===== src/verilog/rscp_cfg.svh =====
`ifndef RSCP_CFG_SVH
`define RSCP_CFG_SVH
`define RSCP_CLK_HZ 25000000
`define RSCP_BAUD 9600
`define RSCP_BIT_CYC (`RSCP_CLK_HZ / `RSCP_BAUD)
`define RSCP_LOCK_MS 70
`define RSCP_LOCK_CYC (`RSCP_LOCK_MS * (`RSCP_CLK_HZ / 1000))
`define RSCP_WIN_MS 3600
`define RSCP_WIN_CYC (`RSCP_WIN_MS * (`RSCP_CLK_HZ / 1000))
`define RSCP_FIFO_DEPTH 16
`define RSCP_FIFO_WIDTH 8
`define RSCP_B_DIVERT 8'h02
`define RSCP_B_ATTN 8'h05
`define RSCP_B_ACK 8'h06
`define RSCP_B_INIT 8'h49
`define RSCP_B_CHAN 8'h4c
`define RSCP_B_PDOWN 8'h50
`define RSCP_B_RXM 8'h52
`define RSCP_B_RPT 8'h53
`define RSCP_B_TXM 8'h54
`define RSCP_ST_OFF 8'h00
`define RSCP_ST_RX 8'h02
`define RSCP_ST_TX 8'h04
`define RSCP_ST_RX_UNLK 8'h22
`define RSCP_ST_TX_UNLK 8'h32
`endif


===== src/verilog/rscp_pkg.sv =====
package rscp_pkg;
  typedef enum logic [6:0] {
    D_IDLE = 7'h01,
    D_ACK = 7'h02,
    D_CMD = 7'h04,
    D_CH1 = 7'h08,
    D_CH2 = 7'h10,
    D_RPT = 7'h20,
    D_DIV = 7'h40
  } rscp_dev_state_t;
  typedef enum logic [8:0] {
    H_IDLE = 9'h001,
    H_ATT = 9'h002,
    H_WACK = 9'h004,
    H_CMD = 9'h008,
    H_CH1 = 9'h010,
    H_CH2 = 9'h020,
    H_WRPT = 9'h040,
    H_DONE = 9'h080,
    H_DIV = 9'h100
  } rscp_host_state_t;
  typedef enum logic [1:0] {
    M_OFF = 2'h0,
    M_RX = 2'h1,
    M_TX = 2'h2
  } rscp_mode_t;
endpackage : rscp_pkg


===== src/verilog/rscp_if.sv =====
`timescale 1ns/1ps
interface rscp_if;
  logic setup_serial_in;
  logic status_serial_out;
  logic serial_activity_n;
  logic transmit_enable_n;
  logic receive_enable_n;
  modport dev (
    input setup_serial_in,
    input transmit_enable_n,
    input receive_enable_n,
    output status_serial_out,
    output serial_activity_n
  );
  modport host (
    output setup_serial_in,
    output transmit_enable_n,
    output receive_enable_n,
    input status_serial_out,
    input serial_activity_n
  );
endinterface : rscp_if


===== src/verilog/rscp_device.sv =====
// Notes on behaviour
// - Lock timeout low after 70 ms unlocked.
// - Byte 02H diverts later bytes to pass-through.
// - 9600 baud, 8 data, 1 stop, no parity.
// - Start bit is a high-to-low line edge.
// - Attention 05H is answered with 06H.
// - Host sends the command within 3.6 s.
// - 49H loads both channels from the switches.
// - 4CH takes transmit then receive channel bytes.
// - Channel bytes use the switch channel encoding.
// - 50H disables transmitter and receiver.
// - 54H enables the transmitter.
// - 52H enables the receiver.
// - 53H sends echo, tx, rx channel, status.
// - Status codes 00, 02, 04, 22, 32.
// - Low transmit enable turns transmitter on.
// - Modulation data limited to 10 kbps.
// - Transmit wins; receive alone; both high off.
// - Activity output low while status data sent; tx_ready drives it, so it is low while sending.
// - Ready output low while tx or rx on and synthesiser locked.
`timescale 1ns/1ps
`include "rscp_cfg.svh"

module rscp_uart_rx #(
  parameter int BIT_CYC = `RSCP_BIT_CYC
) (
  // Clock and reset
  input wire logic clk_sys,
  input wire logic reset_n,
  // Serial line and received byte
  input wire logic line_in,
  output logic byte_valid,
  output logic [7:0] byte_data
);
  localparam int CW = $clog2(BIT_CYC);
  logic s1, s2, prev, busy, next_busy, next_valid;
  logic [CW-1:0] cnt, next_cnt;
  logic [3:0] bitn, next_bitn;
  logic [7:0] sh, next_sh, next_data;
  always_comb begin
    next_busy = busy;
    next_cnt = cnt;
    next_bitn = bitn;
    next_sh = sh;
    next_valid = 1'b0;
    next_data = byte_data;
    if (!busy) begin
      if (prev && !s2) begin
        next_busy = 1'b1;
        next_cnt = CW'(BIT_CYC / 2);
        next_bitn = 4'h0;
      end
    end else if (cnt == '0) begin
      next_cnt = CW'(BIT_CYC - 1);
      next_bitn = bitn + 4'h1;
      if (bitn == 4'h0 && s2) begin
        next_busy = 1'b0;
      end else if (bitn == 4'h9) begin
        next_busy = 1'b0;
        next_valid = s2;
        next_data = sh;
      end else if (bitn != 4'h0) begin
        next_sh = {s2, sh[7:1]};
      end
    end else begin
      next_cnt = cnt - 1'b1;
    end
  end
  always_ff @(posedge clk_sys or negedge reset_n) begin
    if (!reset_n) begin
      s1 <= 1'b1;
      s2 <= 1'b1;
      prev <= 1'b1;
      busy <= 1'b0;
      cnt <= '0;
      bitn <= 4'h0;
      sh <= 8'h00;
      byte_valid <= 1'b0;
      byte_data <= 8'h00;
    end else begin
      s1 <= line_in;
      s2 <= s1;
      prev <= s2;
      busy <= next_busy;
      cnt <= next_cnt;
      bitn <= next_bitn;
      sh <= next_sh;
      byte_valid <= next_valid;
      byte_data <= next_data;
    end
  end
endmodule : rscp_uart_rx

module rscp_uart_tx #(
  parameter int BIT_CYC = `RSCP_BIT_CYC
) (
  // Clock and reset
  input wire logic clk_sys,
  input wire logic reset_n,
  // Byte to send
  input wire logic send_valid,
  input wire logic [7:0] send_data,
  output logic send_ready,
  // Serial line
  output logic line_out
);
  localparam int CW = $clog2(BIT_CYC);
  logic busy, next_busy;
  logic [CW-1:0] cnt, next_cnt;
  logic [3:0] bitn, next_bitn;
  logic [9:0] sh, next_sh;
  assign send_ready = !busy;
  assign line_out = sh[0];
  always_comb begin
    next_busy = busy;
    next_cnt = cnt;
    next_bitn = bitn;
    next_sh = sh;
    if (!busy) begin
      if (send_valid) begin
        next_sh = {1'b1, send_data, 1'b0};
        next_busy = 1'b1;
        next_cnt = CW'(BIT_CYC - 1);
        next_bitn = 4'h0;
      end
    end else if (cnt == '0) begin
      next_cnt = CW'(BIT_CYC - 1);
      next_bitn = bitn + 4'h1;
      next_sh = {1'b1, sh[9:1]};
      if (bitn == 4'h9) begin
        next_busy = 1'b0;
      end
    end else begin
      next_cnt = cnt - 1'b1;
    end
  end
  always_ff @(posedge clk_sys or negedge reset_n) begin
    if (!reset_n) begin
      busy <= 1'b0;
      cnt <= '0;
      bitn <= 4'h0;
      sh <= 10'h3ff;
    end else begin
      busy <= next_busy;
      cnt <= next_cnt;
      bitn <= next_bitn;
      sh <= next_sh;
    end
  end
endmodule : rscp_uart_tx

module rscp_fifo #(
  parameter int WIDTH = `RSCP_FIFO_WIDTH,
  parameter int DEPTH = `RSCP_FIFO_DEPTH
) (
  // Clock and reset
  input wire logic clk_sys,
  input wire logic reset_n,
  // Fill side
  input wire logic in_valid,
  input wire logic [WIDTH-1:0] in_data,
  output logic in_ready,
  // Drain side
  output logic out_valid,
  output logic [WIDTH-1:0] out_data,
  input wire logic out_ready
);
  localparam int AW = $clog2(DEPTH);
  logic [WIDTH-1:0] mem [DEPTH];
  logic [AW:0] wr, rd, next_wr, next_rd;
  assign in_ready = (wr[AW] == rd[AW]) || (wr[AW-1:0] != rd[AW-1:0]);
  assign out_valid = (wr != rd);
  assign out_data = mem[rd[AW-1:0]];
  always_comb begin
    next_wr = wr + (AW + 1)'(in_valid && in_ready);
    next_rd = rd + (AW + 1)'(out_valid && out_ready);
  end
  always_ff @(posedge clk_sys) begin
    if (in_valid && in_ready) begin
      mem[wr[AW-1:0]] <= in_data;
    end
  end
  always_ff @(posedge clk_sys or negedge reset_n) begin
    if (!reset_n) begin
      wr <= '0;
      rd <= '0;
    end else begin
      wr <= next_wr;
      rd <= next_rd;
    end
  end
endmodule : rscp_fifo

module rscp_device import rscp_pkg::*; #(
  parameter int LOCK_CYC = `RSCP_LOCK_CYC,
  parameter int WIN_CYC = `RSCP_WIN_CYC,
  parameter int BIT_CYC = `RSCP_BIT_CYC
) (
  // Clock and reset
  input wire logic clk_sys,
  input wire logic reset_n,
  // Serial link
  rscp_if.dev link,
  // Radio side
  input wire logic [7:0] switch_channel,
  input wire logic synth_lock,
  output logic tx_on,
  output logic rx_on,
  output logic [7:0] tx_channel,
  output logic [7:0] rx_channel,
  output logic lock_timeout_n,
  output logic synth_ready_n,
  // Pass-through byte stream
  output logic pass_valid,
  output logic [7:0] pass_data,
  input wire logic pass_ready,
  output logic pass_overrun
);
  localparam int WW = $clog2(WIN_CYC);
  localparam int LW = $clog2(LOCK_CYC);
  rscp_dev_state_t state, next_state;
  rscp_mode_t mode, next_mode;
  logic te_s1, te_s2, re_s1, re_s2, lk_s1, lk_s2;
  logic [7:0] sw_s1, sw_s2;
  logic rx_valid, tx_valid, tx_ready, f_in_ready, next_overrun;
  logic [7:0] rx_data, tx_data, status_byte, next_tx_ch, next_rx_ch;
  logic [WW-1:0] win_cnt, next_win_cnt;
  logic [1:0] idx, next_idx, init_cnt, next_init_cnt;
  logic [LW-1:0] lock_cnt, next_lock_cnt;
  logic next_tx_on, next_rx_on, next_timeout_n, next_ready_n, win_end;

  rscp_uart_rx #(.BIT_CYC(BIT_CYC)) u_rx (
    .clk_sys(clk_sys), .reset_n(reset_n), .line_in(link.setup_serial_in),
    .byte_valid(rx_valid), .byte_data(rx_data)
  );
  rscp_uart_tx #(.BIT_CYC(BIT_CYC)) u_tx (
    .clk_sys(clk_sys), .reset_n(reset_n), .send_valid(tx_valid),
    .send_data(tx_data), .send_ready(tx_ready), .line_out(link.status_serial_out)
  );
  rscp_fifo #(.WIDTH(8), .DEPTH(`RSCP_FIFO_DEPTH)) u_fifo (
    .clk_sys(clk_sys), .reset_n(reset_n), .in_valid(rx_valid && state == D_DIV),
    .in_data(rx_data), .in_ready(f_in_ready), .out_valid(pass_valid),
    .out_data(pass_data), .out_ready(pass_ready)
  );
  assign link.serial_activity_n = tx_ready;
  assign win_end = (win_cnt == WW'(WIN_CYC - 1));

  always_comb begin
    if (tx_on) begin
      status_byte = lk_s2 ? `RSCP_ST_TX : `RSCP_ST_TX_UNLK;
    end else if (rx_on) begin
      status_byte = lk_s2 ? `RSCP_ST_RX : `RSCP_ST_RX_UNLK;
    end else begin
      status_byte = `RSCP_ST_OFF;
    end
  end

  always_comb begin
    next_state = state;
    next_mode = mode;
    next_tx_ch = tx_channel;
    next_rx_ch = rx_channel;
    next_win_cnt = win_cnt;
    next_idx = idx;
    next_init_cnt = init_cnt;
    next_overrun = pass_overrun;
    tx_valid = 1'b0;
    tx_data = `RSCP_B_ACK;
    if (init_cnt != 2'h3) begin
      next_init_cnt = init_cnt + 2'h1;
      if (init_cnt == 2'h2) begin
        next_tx_ch = sw_s2;
        next_rx_ch = sw_s2;
      end
    end
    case (state)
      D_IDLE: begin
        if (rx_valid && rx_data == `RSCP_B_ATTN) begin
          next_state = D_ACK;
        end else if (rx_valid && rx_data == `RSCP_B_DIVERT) begin
          next_state = D_DIV;
        end
      end
      D_ACK: begin
        tx_valid = 1'b1;
        if (tx_ready) begin
          next_state = D_CMD;
          next_win_cnt = '0;
        end
      end
      D_CMD: begin
        if (rx_valid) begin
          next_state = D_IDLE;
          case (rx_data)
            `RSCP_B_INIT: begin
              next_tx_ch = sw_s2;
              next_rx_ch = sw_s2;
            end
            `RSCP_B_CHAN: begin
              next_state = D_CH1;
              next_win_cnt = '0;
            end
            `RSCP_B_PDOWN: next_mode = M_OFF;
            `RSCP_B_TXM: next_mode = M_TX;
            `RSCP_B_RXM: next_mode = M_RX;
            `RSCP_B_RPT: begin
              next_state = D_RPT;
              next_idx = 2'h0;
            end
            `RSCP_B_DIVERT: next_state = D_DIV;
            default: next_state = D_IDLE;
          endcase
        end else if (win_end) begin
          next_state = D_IDLE;
        end else begin
          next_win_cnt = win_cnt + 1'b1;
        end
      end
      D_CH1: begin
        if (rx_valid) begin
          next_tx_ch = rx_data;
          next_state = D_CH2;
          next_win_cnt = '0;
        end else if (win_end) begin
          next_state = D_IDLE;
        end else begin
          next_win_cnt = win_cnt + 1'b1;
        end
      end
      D_CH2: begin
        if (rx_valid) begin
          next_rx_ch = rx_data;
          next_state = D_IDLE;
        end else if (win_end) begin
          next_state = D_IDLE;
        end else begin
          next_win_cnt = win_cnt + 1'b1;
        end
      end
      D_RPT: begin
        tx_valid = 1'b1;
        case (idx)
          2'h0: tx_data = `RSCP_B_RPT;
          2'h1: tx_data = tx_channel;
          2'h2: tx_data = rx_channel;
          default: tx_data = status_byte;
        endcase
        if (tx_ready) begin
          next_idx = idx + 2'h1;
          if (idx == 2'h3) begin
            next_state = D_IDLE;
          end
        end
      end
      D_DIV: begin
        if (rx_valid && !f_in_ready) begin
          next_overrun = 1'b1;
        end
      end
      default: next_state = D_IDLE;
    endcase
  end

  always_comb begin
    next_tx_on = !te_s2 || mode == M_TX;
    next_rx_on = !next_tx_on && (!re_s2 || mode == M_RX);
    next_lock_cnt = lock_cnt;
    next_timeout_n = lock_timeout_n;
    next_ready_n = !((tx_on || rx_on) && lk_s2);
    if ({next_tx_on, next_rx_on} != {tx_on, rx_on} || lk_s2 || !(tx_on || rx_on)) begin
      next_lock_cnt = '0;
      next_timeout_n = 1'b1;
    end else if (lock_cnt == LW'(LOCK_CYC - 1)) begin
      next_timeout_n = 1'b0;
    end else begin
      next_lock_cnt = lock_cnt + 1'b1;
    end
  end

  always_ff @(posedge clk_sys or negedge reset_n) begin
    if (!reset_n) begin
      te_s1 <= 1'b1;
      te_s2 <= 1'b1;
      re_s1 <= 1'b1;
      re_s2 <= 1'b1;
      lk_s1 <= 1'b0;
      lk_s2 <= 1'b0;
      sw_s1 <= 8'h00;
      sw_s2 <= 8'h00;
      state <= D_IDLE;
      mode <= M_OFF;
      tx_channel <= 8'h00;
      rx_channel <= 8'h00;
      win_cnt <= '0;
      idx <= 2'h0;
      init_cnt <= 2'h0;
      pass_overrun <= 1'b0;
      tx_on <= 1'b0;
      rx_on <= 1'b0;
      lock_cnt <= '0;
      lock_timeout_n <= 1'b1;
      synth_ready_n <= 1'b1;
    end else begin
      te_s1 <= link.transmit_enable_n;
      te_s2 <= te_s1;
      re_s1 <= link.receive_enable_n;
      re_s2 <= re_s1;
      lk_s1 <= synth_lock;
      lk_s2 <= lk_s1;
      sw_s1 <= switch_channel;
      sw_s2 <= sw_s1;
      state <= next_state;
      mode <= next_mode;
      tx_channel <= next_tx_ch;
      rx_channel <= next_rx_ch;
      win_cnt <= next_win_cnt;
      idx <= next_idx;
      init_cnt <= next_init_cnt;
      pass_overrun <= next_overrun;
      tx_on <= next_tx_on;
      rx_on <= next_rx_on;
      lock_cnt <= next_lock_cnt;
      lock_timeout_n <= next_timeout_n;
      synth_ready_n <= next_ready_n;
    end
  end
endmodule : rscp_device


===== src/flat_wrapper.sv =====
// flat-port wrapper written by rule: the top's interface ports become plain ports
module rscp_device_flat import rscp_pkg::*;
#(
  parameter int LOCK_CYC = `RSCP_LOCK_CYC,
  parameter int WIN_CYC = `RSCP_WIN_CYC,
  parameter int BIT_CYC = `RSCP_BIT_CYC
)
  (clk_sys, reset_n, switch_channel, synth_lock, tx_on, rx_on, tx_channel, rx_channel, lock_timeout_n, synth_ready_n, pass_valid, pass_data, pass_ready, pass_overrun, link_setup_serial_in, link_transmit_enable_n, link_receive_enable_n, link_status_serial_out, link_serial_activity_n);
  rscp_if link_i ();
  input wire logic clk_sys;
  input wire logic reset_n;
  input wire logic [7:0] switch_channel;
  input wire logic synth_lock;
  output logic tx_on;
  output logic rx_on;
  output logic [7:0] tx_channel;
  output logic [7:0] rx_channel;
  output logic lock_timeout_n;
  output logic synth_ready_n;
  output logic pass_valid;
  output logic [7:0] pass_data;
  input wire logic pass_ready;
  output logic pass_overrun;
  input wire logic [$bits(link_i.setup_serial_in)-1:0] link_setup_serial_in;
  input wire logic [$bits(link_i.transmit_enable_n)-1:0] link_transmit_enable_n;
  input wire logic [$bits(link_i.receive_enable_n)-1:0] link_receive_enable_n;
  output wire logic [$bits(link_i.status_serial_out)-1:0] link_status_serial_out;
  output wire logic [$bits(link_i.serial_activity_n)-1:0] link_serial_activity_n;
  assign link_i.setup_serial_in = link_setup_serial_in;
  assign link_i.transmit_enable_n = link_transmit_enable_n;
  assign link_i.receive_enable_n = link_receive_enable_n;
  assign link_status_serial_out = link_i.status_serial_out;
  assign link_serial_activity_n = link_i.serial_activity_n;
  rscp_device #(.LOCK_CYC(LOCK_CYC), .WIN_CYC(WIN_CYC), .BIT_CYC(BIT_CYC)) u_core (.clk_sys(clk_sys), .reset_n(reset_n), .link(link_i), .switch_channel(switch_channel), .synth_lock(synth_lock), .tx_on(tx_on), .rx_on(rx_on), .tx_channel(tx_channel), .rx_channel(rx_channel), .lock_timeout_n(lock_timeout_n), .synth_ready_n(synth_ready_n), .pass_valid(pass_valid), .pass_data(pass_data), .pass_ready(pass_ready), .pass_overrun(pass_overrun));
endmodule

===== config.mk =====
export PLATFORM = sky130hd
export DESIGN_NAME = rscp_device_flat
export DESIGN_NICKNAME = d
export VERILOG_FILES = /design/src/verilog/rscp_pkg.sv /design/src/verilog/rscp_if.sv /design/src/verilog/rscp_device.sv /design/src/flat_wrapper.sv
export VERILOG_INCLUDE_DIRS = /design/src /design/src/verilog
export SDC_FILE = /design/constraint.sdc
export NUM_CORES = 1
export LEC_CHECK = 0
export ABC_AREA = 1
export BUFFER_PORTS_ARGS = -buffer_cell sky130_fd_sc_hd__buf_2
export CAP_MARGIN = 20
export CORE_MARGIN = 4
export CORE_UTILIZATION = 41
export CTS_BUF_LIST = sky130_fd_sc_hd__clkbuf_8 sky130_fd_sc_hd__clkbuf_16
export CTS_CLUSTER_SIZE = 20
export DETAILED_ROUTE_END_ITERATION = 16
export PLACE_DENSITY_LB_ADDON = 0.3
export SKIP_LAST_GASP = 1
export SLEW_MARGIN = 5
export SYNTH_ARGS = -nofsm -noshare
export SYNTH_HDL_FRONTEND = slang
export SYNTH_SLANG_ARGS = --single-unit

===== constraint.sdc =====
create_clock -name clk_sys -period 2.82 [get_ports clk_sys]
set_input_delay 0.141 -clock clk_sys [delete_from_list [all_inputs] [get_ports clk_sys]]
set_output_delay 0.141 -clock clk_sys [all_outputs]
set_load 0.05 [all_outputs]

# Word-level counts from Yosys, hierarchy flattened
# Memory sizes are Yosys's and may differ from the RTL's.
# Index checks and enable logic that the tools add are counted.
dict set report totals {
  regBits 178
  rom_bits 0
  mem_count 1
  wordCells 212
  ramBits 128
  latchBits 0
  output_inout_bits 32
}
# name depth width rd rd_ports_with_merged_regs wr line
set memory_table {}
lappend memory_table {u_core.u_fifo.mem 16 8 1 0 1 rscp_device.sv:169} ;# logic [WIDTH-1:0] mem [DEPTH];
dict set report op_classes {
  bitwise 3
  multipliers 0
  n_shift 0
  mux 76
  order_cmp 0
  n_addsub 10
  n_reduce_logical 45
  eq_ne 41
  div_mod_pow 0
}
# cell count
set op_table {}
lappend op_table {{two-way mux 27 bit} 6}
lappend op_table {{one-hot mux 27 bit (4 select lines)} 1}
lappend op_table {{two-way mux 8 bit} 13}
lappend op_table {{two-way mux 12 bit} 6}
lappend op_table {{two-way mux 7 bit} 9}
lappend op_table {{one-hot mux 7 bit (7 select lines)} 1}
lappend op_table {{equality test 8 x 7 -> 1 bit (second input constant)} 6}
lappend op_table {{two-way mux 21 bit} 2}
lappend op_table {{one-hot mux 8 bit (2 select lines)} 2}
lappend op_table {{two-way mux 10 bit} 3}
lappend op_table {{adder 27 x 1 -> 27 bit (second input constant)} 1}
lappend op_table {{equality test 27 bit (second input constant)} 1}
lappend op_table {{zero test 12 bit} 2}
lappend op_table {{two-way mux 4 bit} 6}
lappend op_table {{one-hot mux 8 bit (3 select lines)} 1}
lappend op_table {{subtractor 12 x 1 -> 12 bit (second input constant)} 2}
lappend op_table {{adder 21 x 1 -> 21 bit (second input constant)} 1}
lappend op_table {{equality test 21 bit (second input constant)} 1}
lappend op_table {{one-hot mux 7 bit (3 select lines)} 1}
lappend op_table {{two-way mux 1 bit} 18}
lappend op_table {{two-way mux 6 bit} 2}
lappend op_table {{inequality test 2 bit (second input constant)} 6}
lappend op_table {{AND reduction 4 bit} 3}
lappend op_table {{adder 5 x 1 -> 5 bit} 2}
lappend op_table {{37 further kinds} 79}

# Longest topological paths before layout
# Gate-level depths: netlist of run 1.
dict set report depth {
  depth_word 8
  depth_mapped 12
}

# By module
# A second synthesis of run 1 with hierarchy kept.
dict set report unflattened {
  hier_cells 2023
  area_unflattened_um2 16118.0
}
# module n_inst cells_per_inst area_per_inst_um2
set by_module_without_submodules {}
lappend by_module_without_submodules {rscp_device 1 969 6567.5}
lappend by_module_without_submodules {rscp_fifo 1 644 6217.2}
lappend by_module_without_submodules {rscp_uart_rx 1 218 1889.3}
lappend by_module_without_submodules {rscp_uart_tx 1 192 1443.9}

# Least setup slack after synthesis of run 1
# OpenSTA, ideal clock, no wires.
dict set report synth_timing {
  path_type {register to register}
  start {reg u_core.u_fifo.rd[2]}
  end {reg u_core.u_fifo.rd[2]}
  n_path_buf 1
  required_ns 2.685
  setup_ns 0.135
  path_stages_with_launch 10
  synth_period_minus_slack_ns 2.118
  path_slack_ns 0.702
  arrival_ns 1.983
  path_cell_list {dfrtp_1 -> clkbuf_1 -> xor2_1 -> nor2_1 -> nand3_1 -> nand2_1 -> inv_1 -> ha_1 -> ha_1 -> xor2_1}
}
dict set report synth_between {
  elab_chain_cells 3
}
# element line
set synth_lines {}
lappend synth_lines {{start, declared} rscp_device.sv:170} ;# logic [AW:0] wr, rd, next_wr, next_rd;
lappend synth_lines {{start signal, assigned} rscp_device.sv:189} ;# rd <= next_rd;
lappend synth_lines {{inequality test 5 bit} rscp_device.sv:172} ;# assign out_valid = (wr != rd);
lappend synth_lines {{net pass_valid} flat_wrapper.sv:20} ;# output logic pass_valid;
lappend synth_lines {{logical AND 1 bit} rscp_device.sv:176} ;# next_rd = rd + (AW + 1)'(out_valid && out_ready);
lappend synth_lines {{adder 5 x 1 -> 5 bit} rscp_device.sv:176}
lappend synth_lines {{net u_core.u_fifo.next_rd[2]} rscp_device.sv:170}
# The timed path passes the listed nets, and every way through them passes these cells.
# A chain may end at the register's enable or synchronous reset.

# Worst setup path in the final report of run 1
dict set report layout_timing {
  start {reg u_core.u_fifo.rd[0]}
  end {out pass_data[2]}
}
dict set report layout_between {
  elab_chain_cells 1
}
# element line
set layout_lines {}
lappend layout_lines {{memory read (16 x 8 bit)} --}
lappend layout_lines {{end, declared} flat_wrapper.sv:21} ;# output logic [7:0] pass_data;
# No other way between the ends.

==> impl_metrics.tcl, run 1 <==
set metrics [dict create \
    finalSetupTns_ns 0 \
    die_area_sq_mm 0.03976 \
    synth_ff_type "dfrtp_1" \
    ff2ff_path_depth 9 \
    utilization 0.4794 \
    yosysTopAreaCellShare 0.2633 \
    syn_to_final_growth_pct 14.38 \
    synth_compound_area_frac 0.1031 \
    die_y_microns 199.4 \
    drv_slew 0 \
    synth_top_cells_by_count "nand2_1 (401), nor2_1 (283), inv_1 (172), dfrtp_1 (158), o21ai_0 (136)" \
    rows 69 \
    grt_pass1_wl_mm 61.02 \
    finalCriticalPeriod_ns 2.680 \
    period_share 0.9502 \
    max_stage_delay_ns 0.51 \
    leakage_nw 7.272 \
    die_w_microns 199.4 \
    holdPathStages 4 \
    synth_top_cell_by_area "dfrtp_1" \
    vias 12130 \
    nFillCells 3354 \
    cts_tree "built" \
    clk_pin_slew_worst_paths_ns 0.05 \
    overflow 0 \
    status "completed" \
    diodes 0 \
    vias_per_cell 5.262 \
    cts_buffers 37 \
    cts_buffer_depth 3 \
    syn_nets 1771 \
    hold_violations 0 \
    route.detailed.drc 0 \
    synth_top_family_by_area "simple AND/OR/NAND/NOR gates" \
    synthCells 1735 \
    min_from "pass_ready" \
    avgSynthCellArea_sq_um 8.656 \
    path_max_fanout 65 \
    path_cells "buf_4 > nor2_1 > nor2_1 > o21ai_0 > o21ai_0 > o211ai_1 > nand3_1 > buf_2" \
    async_flop_share 0.5803 \
    core-area_sq_mm 0.03583 \
    hp-class "in2reg" \
    grt_max_degree 85 \
    antenna_left 0 \
    reg2reg_to "u_core.u_fifo.mem[8][5]" \
    clkLatencyLatePin_ns 0.52 \
    cts-root-buf "clkbuf_16" \
    vdd_drop_max_v 0.0004738 \
    reg2reg_from "u_core.state[3]" \
    clock_sinks 305 \
    nets 1853 \
    place_area_sq_mm 0.01589 \
    worst-slew-pin-transition_ns 0.7185 \
    hold_end "u_core.u_fifo.rd[0]" \
    post_cts_resized 0 \
    drt-initial-drc-count 1001 \
    synth_mux_area_frac 0.0006665 \
    crit_required_ns 2.68 \
    cp-start-kind "flop" \
    synth_area_leaders "dfrtp_1 (26%), edfxtp_1 (26%), nand2_1 (10%)" \
    routabilityCongestion 0.9059 \
    crit_path_top_delay_cell "buf_4" \
    finalSetupViolations 0 \
    fin_skew_ns 0.01993 \
    drive_gt1_frac 0.1030 \
    power_density_mw_per_mm2 686.7 \
    rrSetupSlack_ns 0.46 \
    ys_warn_count 0 \
    wirelength_mm 37.24 \
    grt_usage 0.1888 \
    ys_ff_latch 305 \
    antenna_found_initial 0 \
    final_cell_area_sq_mm 0.01718 \
    syn_area_sq_mm 0.01502 \
    synth-simple-area-share 0.2428 \
    max-slew-margin-rel 0.5210 \
    max_freq_ghz 0.3732 \
    initial_core_util 0.4192 \
    cts_max_level 2 \
    synthXorXnorAreaFrac 0.02099 \
    io_buffer_count 46 \
    power_w 0.01180 \
    routedWlPerCell_microns 16.15 \
    yosys.cell_count.top_type "nand2_1" \
    drt_pass1_iterations 5 \
    ys_types 49 \
    ioPinCount 47 \
    synth_seq_area_share 0.5524 \
    path_delay_family "buffers and inverters" \
    rsz0062_at_grt "false" \
    critPathKind "reg2out" \
    synth_adder_area_share 0.01750 \
    grt_pass1_vias 11820 \
    place_hpwl_mm 25.19 \
    endpoint_kind "output port" \
    critPathArrivalTime_ns 2.54 \
    synth_edf_count 128 \
    crit_buf_inv 2 \
    max_cap_viol_count 0 \
]
==> what timing repair did <==
item	CTS	global route
endpoints found under the hold margin	88	0
buffers inserted	0	0
hold buffers	13	0
==> tightest hold or removal path: cells and delay by family <==
| family | cells | cell delay [ns] |
|---|---|---|
| adders and majority gates | 1 | 0.14 |
| and+or+nand+nor | 1 | 0.06 |
| buffers and inverters | 2 | 0.19 |
==> where the power goes <==
group	internal [W]	switching (W)	total (W)	leakage (nW)
clock	0.00264	0.00182	0.00446	0.615
sequential	0.00476	0.000107	0.00487	3.25
combinational	0.000685	0.00178	0.00246	3.40
total	0.00809	0.00370	0.0118	7.27
==> registers in the layout, summed over array words and instances, names as in the netlist, 5 cells and up <==
register and flops:
u_core.u_rx.cnt 12, u_core.u_tx.cnt 12, u_core.rx_channel 8, u_core.win_cnt 27, u_core.lock_cnt 21, u_core.u_fifo.wr 5
u_core.u_tx.sh 9, u_core.u_fifo.mem 128, u_core.u_rx.byte_data 8, u_core.u_fifo.rd 5, u_core.tx_channel 8, u_core.u_rx.sh 8
u_core.sw_s1 8, u_core.state 7, u_core.sw_s2 8
==> placed cells by master, fill, tap and decap left out, types with 4 or more instances in the layout <==
master and count:
nand3_1 123, ha_1 21, nor2_2 7, xnor2_1 11, dfstp_2 19, xor2_1 25
clkinv_1 5, o32ai_1 16, inv_1 184, nand2_1 401, o31ai_1 6, nand4_1 29
inv_2 8, buf_4 33, nor2_1 283, nand3b_1 4, buf_2 45, edfxtp_1 128
o211ai_1 28, dlygate4sd3_1 13, o21ai_0 136, dfrtp_1 156, clkbuf_16 38, nand2_2 5
o21ai_1 5, o21ai_2 8, clkinv_2 5, clkbuf_8 5, a21oi_1 30, a31oi_1 4
nor3_1 17, o22ai_1 13
==> cell families (layout without fill, tap and decap cells) <==
kind of cell	Yosys count	in the layout
AO/OA/AOI/OAI	261	261
flip-flops	305	305
multiplexers	1	1
AND/OR/NAND/NOR	877	877
adder cells (fa/ha/maj)	21	21
XOR/XNOR	36	36
buffers and inverters	234	344
==> worst max-delay path by stage <==
| stage | start | cells after the start | slack, ns | endpoint |
|---|---|---|---|---|
| detailed placement | u_core.state[3] | 9 | 0.45 | u_core.u_fifo.mem[8][2] |
| global route | u_core.u_fifo.rd[0] | 6 | 0.009 | pass_data[2] |
| CTS | u_core.u_fifo.rd[0] | 6 | 0.09 | pass_data[4] |
| global placement | u_core.state[3] | 9 | 0.53 | u_core.u_fifo.mem[12][2] |
| finish | u_core.u_fifo.rd[0] | 8 | 0.14 | pass_data[2] |
| floorplan | u_core.u_fifo.rd[2] | 9 | 0.70 | u_core.u_fifo.rd[2] |
==> routing by layer <==
metal | track usage | vias to the layer above | wire, microns
met2 | 0.3156 | 316 | 18030
met4 | 0.04579 | 0 | 689
met3 | 0.03271 | 62 | 1951
met5 | 0 | - | 0
li1 | - | 5927 | -
met1 | 0.2585 | 5829 | 16570
==> per-stage QoR <==
step / std cells / hold WS (ns) / worst slack, ns
after floorplan: 1735 / -0.1546 / 0.7016
after detailed placement: 2226 / 0.2490 / 0.4550
final: 2306 / 0.05341 / 0.1404
after CTS: 2306 / 0.01713 / 0.08900
after global routing: 2306 / 0.04201 / 0.009363
after global placement: 2226 / 0.2468 / 0.5309
==> area by class of cell <==
cell class              count  area [sq um]  share of cell area
inverters                 182         683.2             0.03977
flip-flops and latches    305          8299              0.4831
clock inverters            25         152.6            0.008886
multi-input cells        1196          5783              0.3367
clock buffers              42          1006             0.05856
well taps                 461         576.8             0.03358
repair buffers             95         676.9             0.03941
Note: power is estimated with default switching activity, not from simulation.
==> run 2: changes to the inputs <==
Settings changed: CELL_PAD_IN_SITES_DETAIL_PLACEMENT set to 1, CELL_PAD_IN_SITES_GLOBAL_PLACEMENT set to 1, CTS_CLUSTER_SIZE 20 to not set.
==> run 2 against run 1 <==
Compared with the run above:
- sequential share of layout area shrank 0.39 points
- sequential cell count stayed put
- clock power grew 9.0%
- non-clock buffer count grew 9
- worst hold slack better by 0.16 ns
- fmax increased by 1.4%
- worst setup slack better by 0.036 ns
- sequential power rose by 1%
- final cell count increased by 0.35%
- first-iteration DRC count down 32%
- die area did not move
- via count grew 2.0%
- critical endpoint is now pass_data[4]
- largest power group unchanged
- highest routed layer unchanged
==> impl_metrics.tcl, run 2 (synthesis results as in run 1) <==
set metrics [dict create \
    cts_max_level 2 \
    path_max_fanout 64 \
    largest_reg_flops 128 \
    finalSetupViolations 0 \
    final_cell_mix "nand2_1 (401), nor2_1 (283), inv_1 (181)" \
    fin_skew_ns 0.02431 \
    crit_required_ns 2.68 \
    hold_violations 0 \
    switching_share 0.3167 \
    drt_pass1_iterations 5 \
    cp-start-kind "flop" \
    grt_pass1_wl_mm 71.26 \
    grt_pass1_vias 13350 \
    cts_buffer_depth 3 \
    cts_setup_buffers 0 \
    cts-root-buf "clkbuf_16" \
    p_int_w 0.008408 \
    syn_to_final_growth_pct 15.35 \
    drive_gt1_frac 0.1085 \
    die_y_microns 199.4 \
    place_hpwl_mm 30.17 \
    io_buffer_count 46 \
    final_cells 2314 \
    rsz0062_at_grt "false" \
    drt-initial-drc-count 679 \
    antenna_found_initial 0 \
    power_density_mw_per_mm2 710.3 \
    cts_buffers 36 \
    routabilityCongestion 0.8828 \
    sequentialPowerShare 0.400 \
    grt_max_degree 86 \
    grt_usage 0.2226 \
    finalSetupTns_ns 0 \
    max-slew-margin-rel 0.4811 \
    vdd_drop_max_v 0.0004211 \
    path_cells "inv_2 > buf_12 > o21ai_0 > o21ai_0 > o211ai_1 > nand3_1 > buf_2" \
    initial_core_util 0.4192 \
    cpMostUsedCell "o21ai_0" \
    ioPinCount 47 \
    vias_per_cell 5.347 \
    overflow 0 \
    vias 12370 \
    worst-slew-pin-transition_ns 0.7784 \
    cts_tree "built" \
    drv_slew 0 \
    finalCriticalPeriod_ns 2.643 \
    core-area_sq_mm 0.03583 \
    path_delay_family "compound AO/OA/AOI/OAI gates" \
    p_sw_w 0.003897 \
    routedWlPerCell_microns 18.77 \
    clk_pin_slew_worst_paths_ns 0.06 \
    clkLatencyLatePin_ns 0.55 \
    placed_cells 2234 \
    wirelength_mm 43.44 \
    critPathKind "reg2out" \
    nets 1861 \
    power_frac_comb 0.205 \
    die_area_sq_mm 0.03976 \
    leakage_nw 7.337 \
    die_w_microns 199.4 \
    rows 69 \
    period_share 0.9374 \
    antenna_left 0 \
    crit_buf_inv 3 \
    route.detailed.drc 0 \
    endpoint_kind "output port" \
    status "completed" \
    hp-class "in2async" \
    max_freq_ghz 0.3783 \
    clkPwrFrac 0.395 \
    crit_path_top_delay_cell "dfrtp_4" \
    max_cap_viol_count 0 \
    max_stage_delay_ns 0.57 \
    clock_sinks 305 \
    critPathArrivalTime_ns 2.50 \
    diodes 0 \
    layout_commonest_cell "nand2_1" \
]
## run 2: cell types whose count changed in the layout (fill, tap and decap cells not counted), moves of 2 or more
cell,change
buf_4,+8
clkbuf_16,-2
bufinv_16,+4
inv_1,-3
## run 2: power groups by stage
stage | clock, W | sequential (W) | combinational (W)
finish | 0.00486 | 0.00492 | 0.00252
global route | 0.00518 | 0.00494 | 0.00275
CTS | 0.00499 | 0.00492 | 0.00255
detailed placement | 0 | 0.00500 | 0.00250
global placement | 0 | 0.00499 | 0.00244
floorplan | 0 | 0.00495 | 0.00177
## run 2: worst paths after layout
| check | from | end | slack, ns | depth (start not counted) |
|---|---|---|---|---|
| setup / recovery | u_core.u_fifo.rd[0] | pass_data[4] | 0.18 | 7 |
| hold / removal | reset_n | u_core.sw_s1[0] | 0.22 | 2 |
| setup reg to reg | u_core.state[2] | u_core.u_fifo.mem[2][1] | 0.46 | 9 |
| hold reg to reg | u_core.sw_s1[1] | u_core.sw_s2[1] | 0.34 | 0 |
| max in group asynchronous | reset_n | u_core.u_tx.sh[7] | 1.76 | 3 |
| min in group clk_sys | switch_channel[6] | u_core.sw_s1[6] | 0.25 | 2 |
## run 2: routing by layer
layer / track usage / vias to the layer above / share of wire
met5: 0 / - / 0
met4: 0.05686 / 0 / 0.023
met3: 0.03052 / 65 / 0.031
met2: 0.3929 / 194 / 0.51
met1: 0.2910 / 6183 / 0.44
li1: - / 5930 / -
## run 2: cell type report
| type | instances | area [sq um] |
|---|---|---|
| Clock buffer | 41 | 969.7 |
| Clock inverter | 25 | 271.5 |
| Fill cell | 4201 | 18500 |
| Inverter | 182 | 683.2 |
| Multi-Input combinational cell | 1196 | 5783 |
| Sequential cell | 305 | 8302 |
| Tap cell | 461 | 576.8 |
| Timing Repair Buffer | 104 | 738.2 |
## run 2: timing repair
item                                    4_1_cts  5_1_grt
hold buffers                                 14        0
gates resized for setup                       0        2
endpoints found under the setup margin        0        2
endpoints found under the hold margin        88        0
## run 2: stage by stage
stage               hold WS (ns)  setup slack [ns]    util  area (sq um)  power [W]
floorplan                -0.1546            0.7016       -         15020   0.006712
global placement          0.2433            0.5777  0.4448         15940   0.007427
detailed placement        0.2481            0.5190  0.4448         15940   0.007501
CTS                       0.2283           0.06541  0.4834         17320    0.01246
global route              0.2504           0.03184  0.4835         17320    0.01288
finish                    0.2172            0.1766  0.4835         17320    0.01230
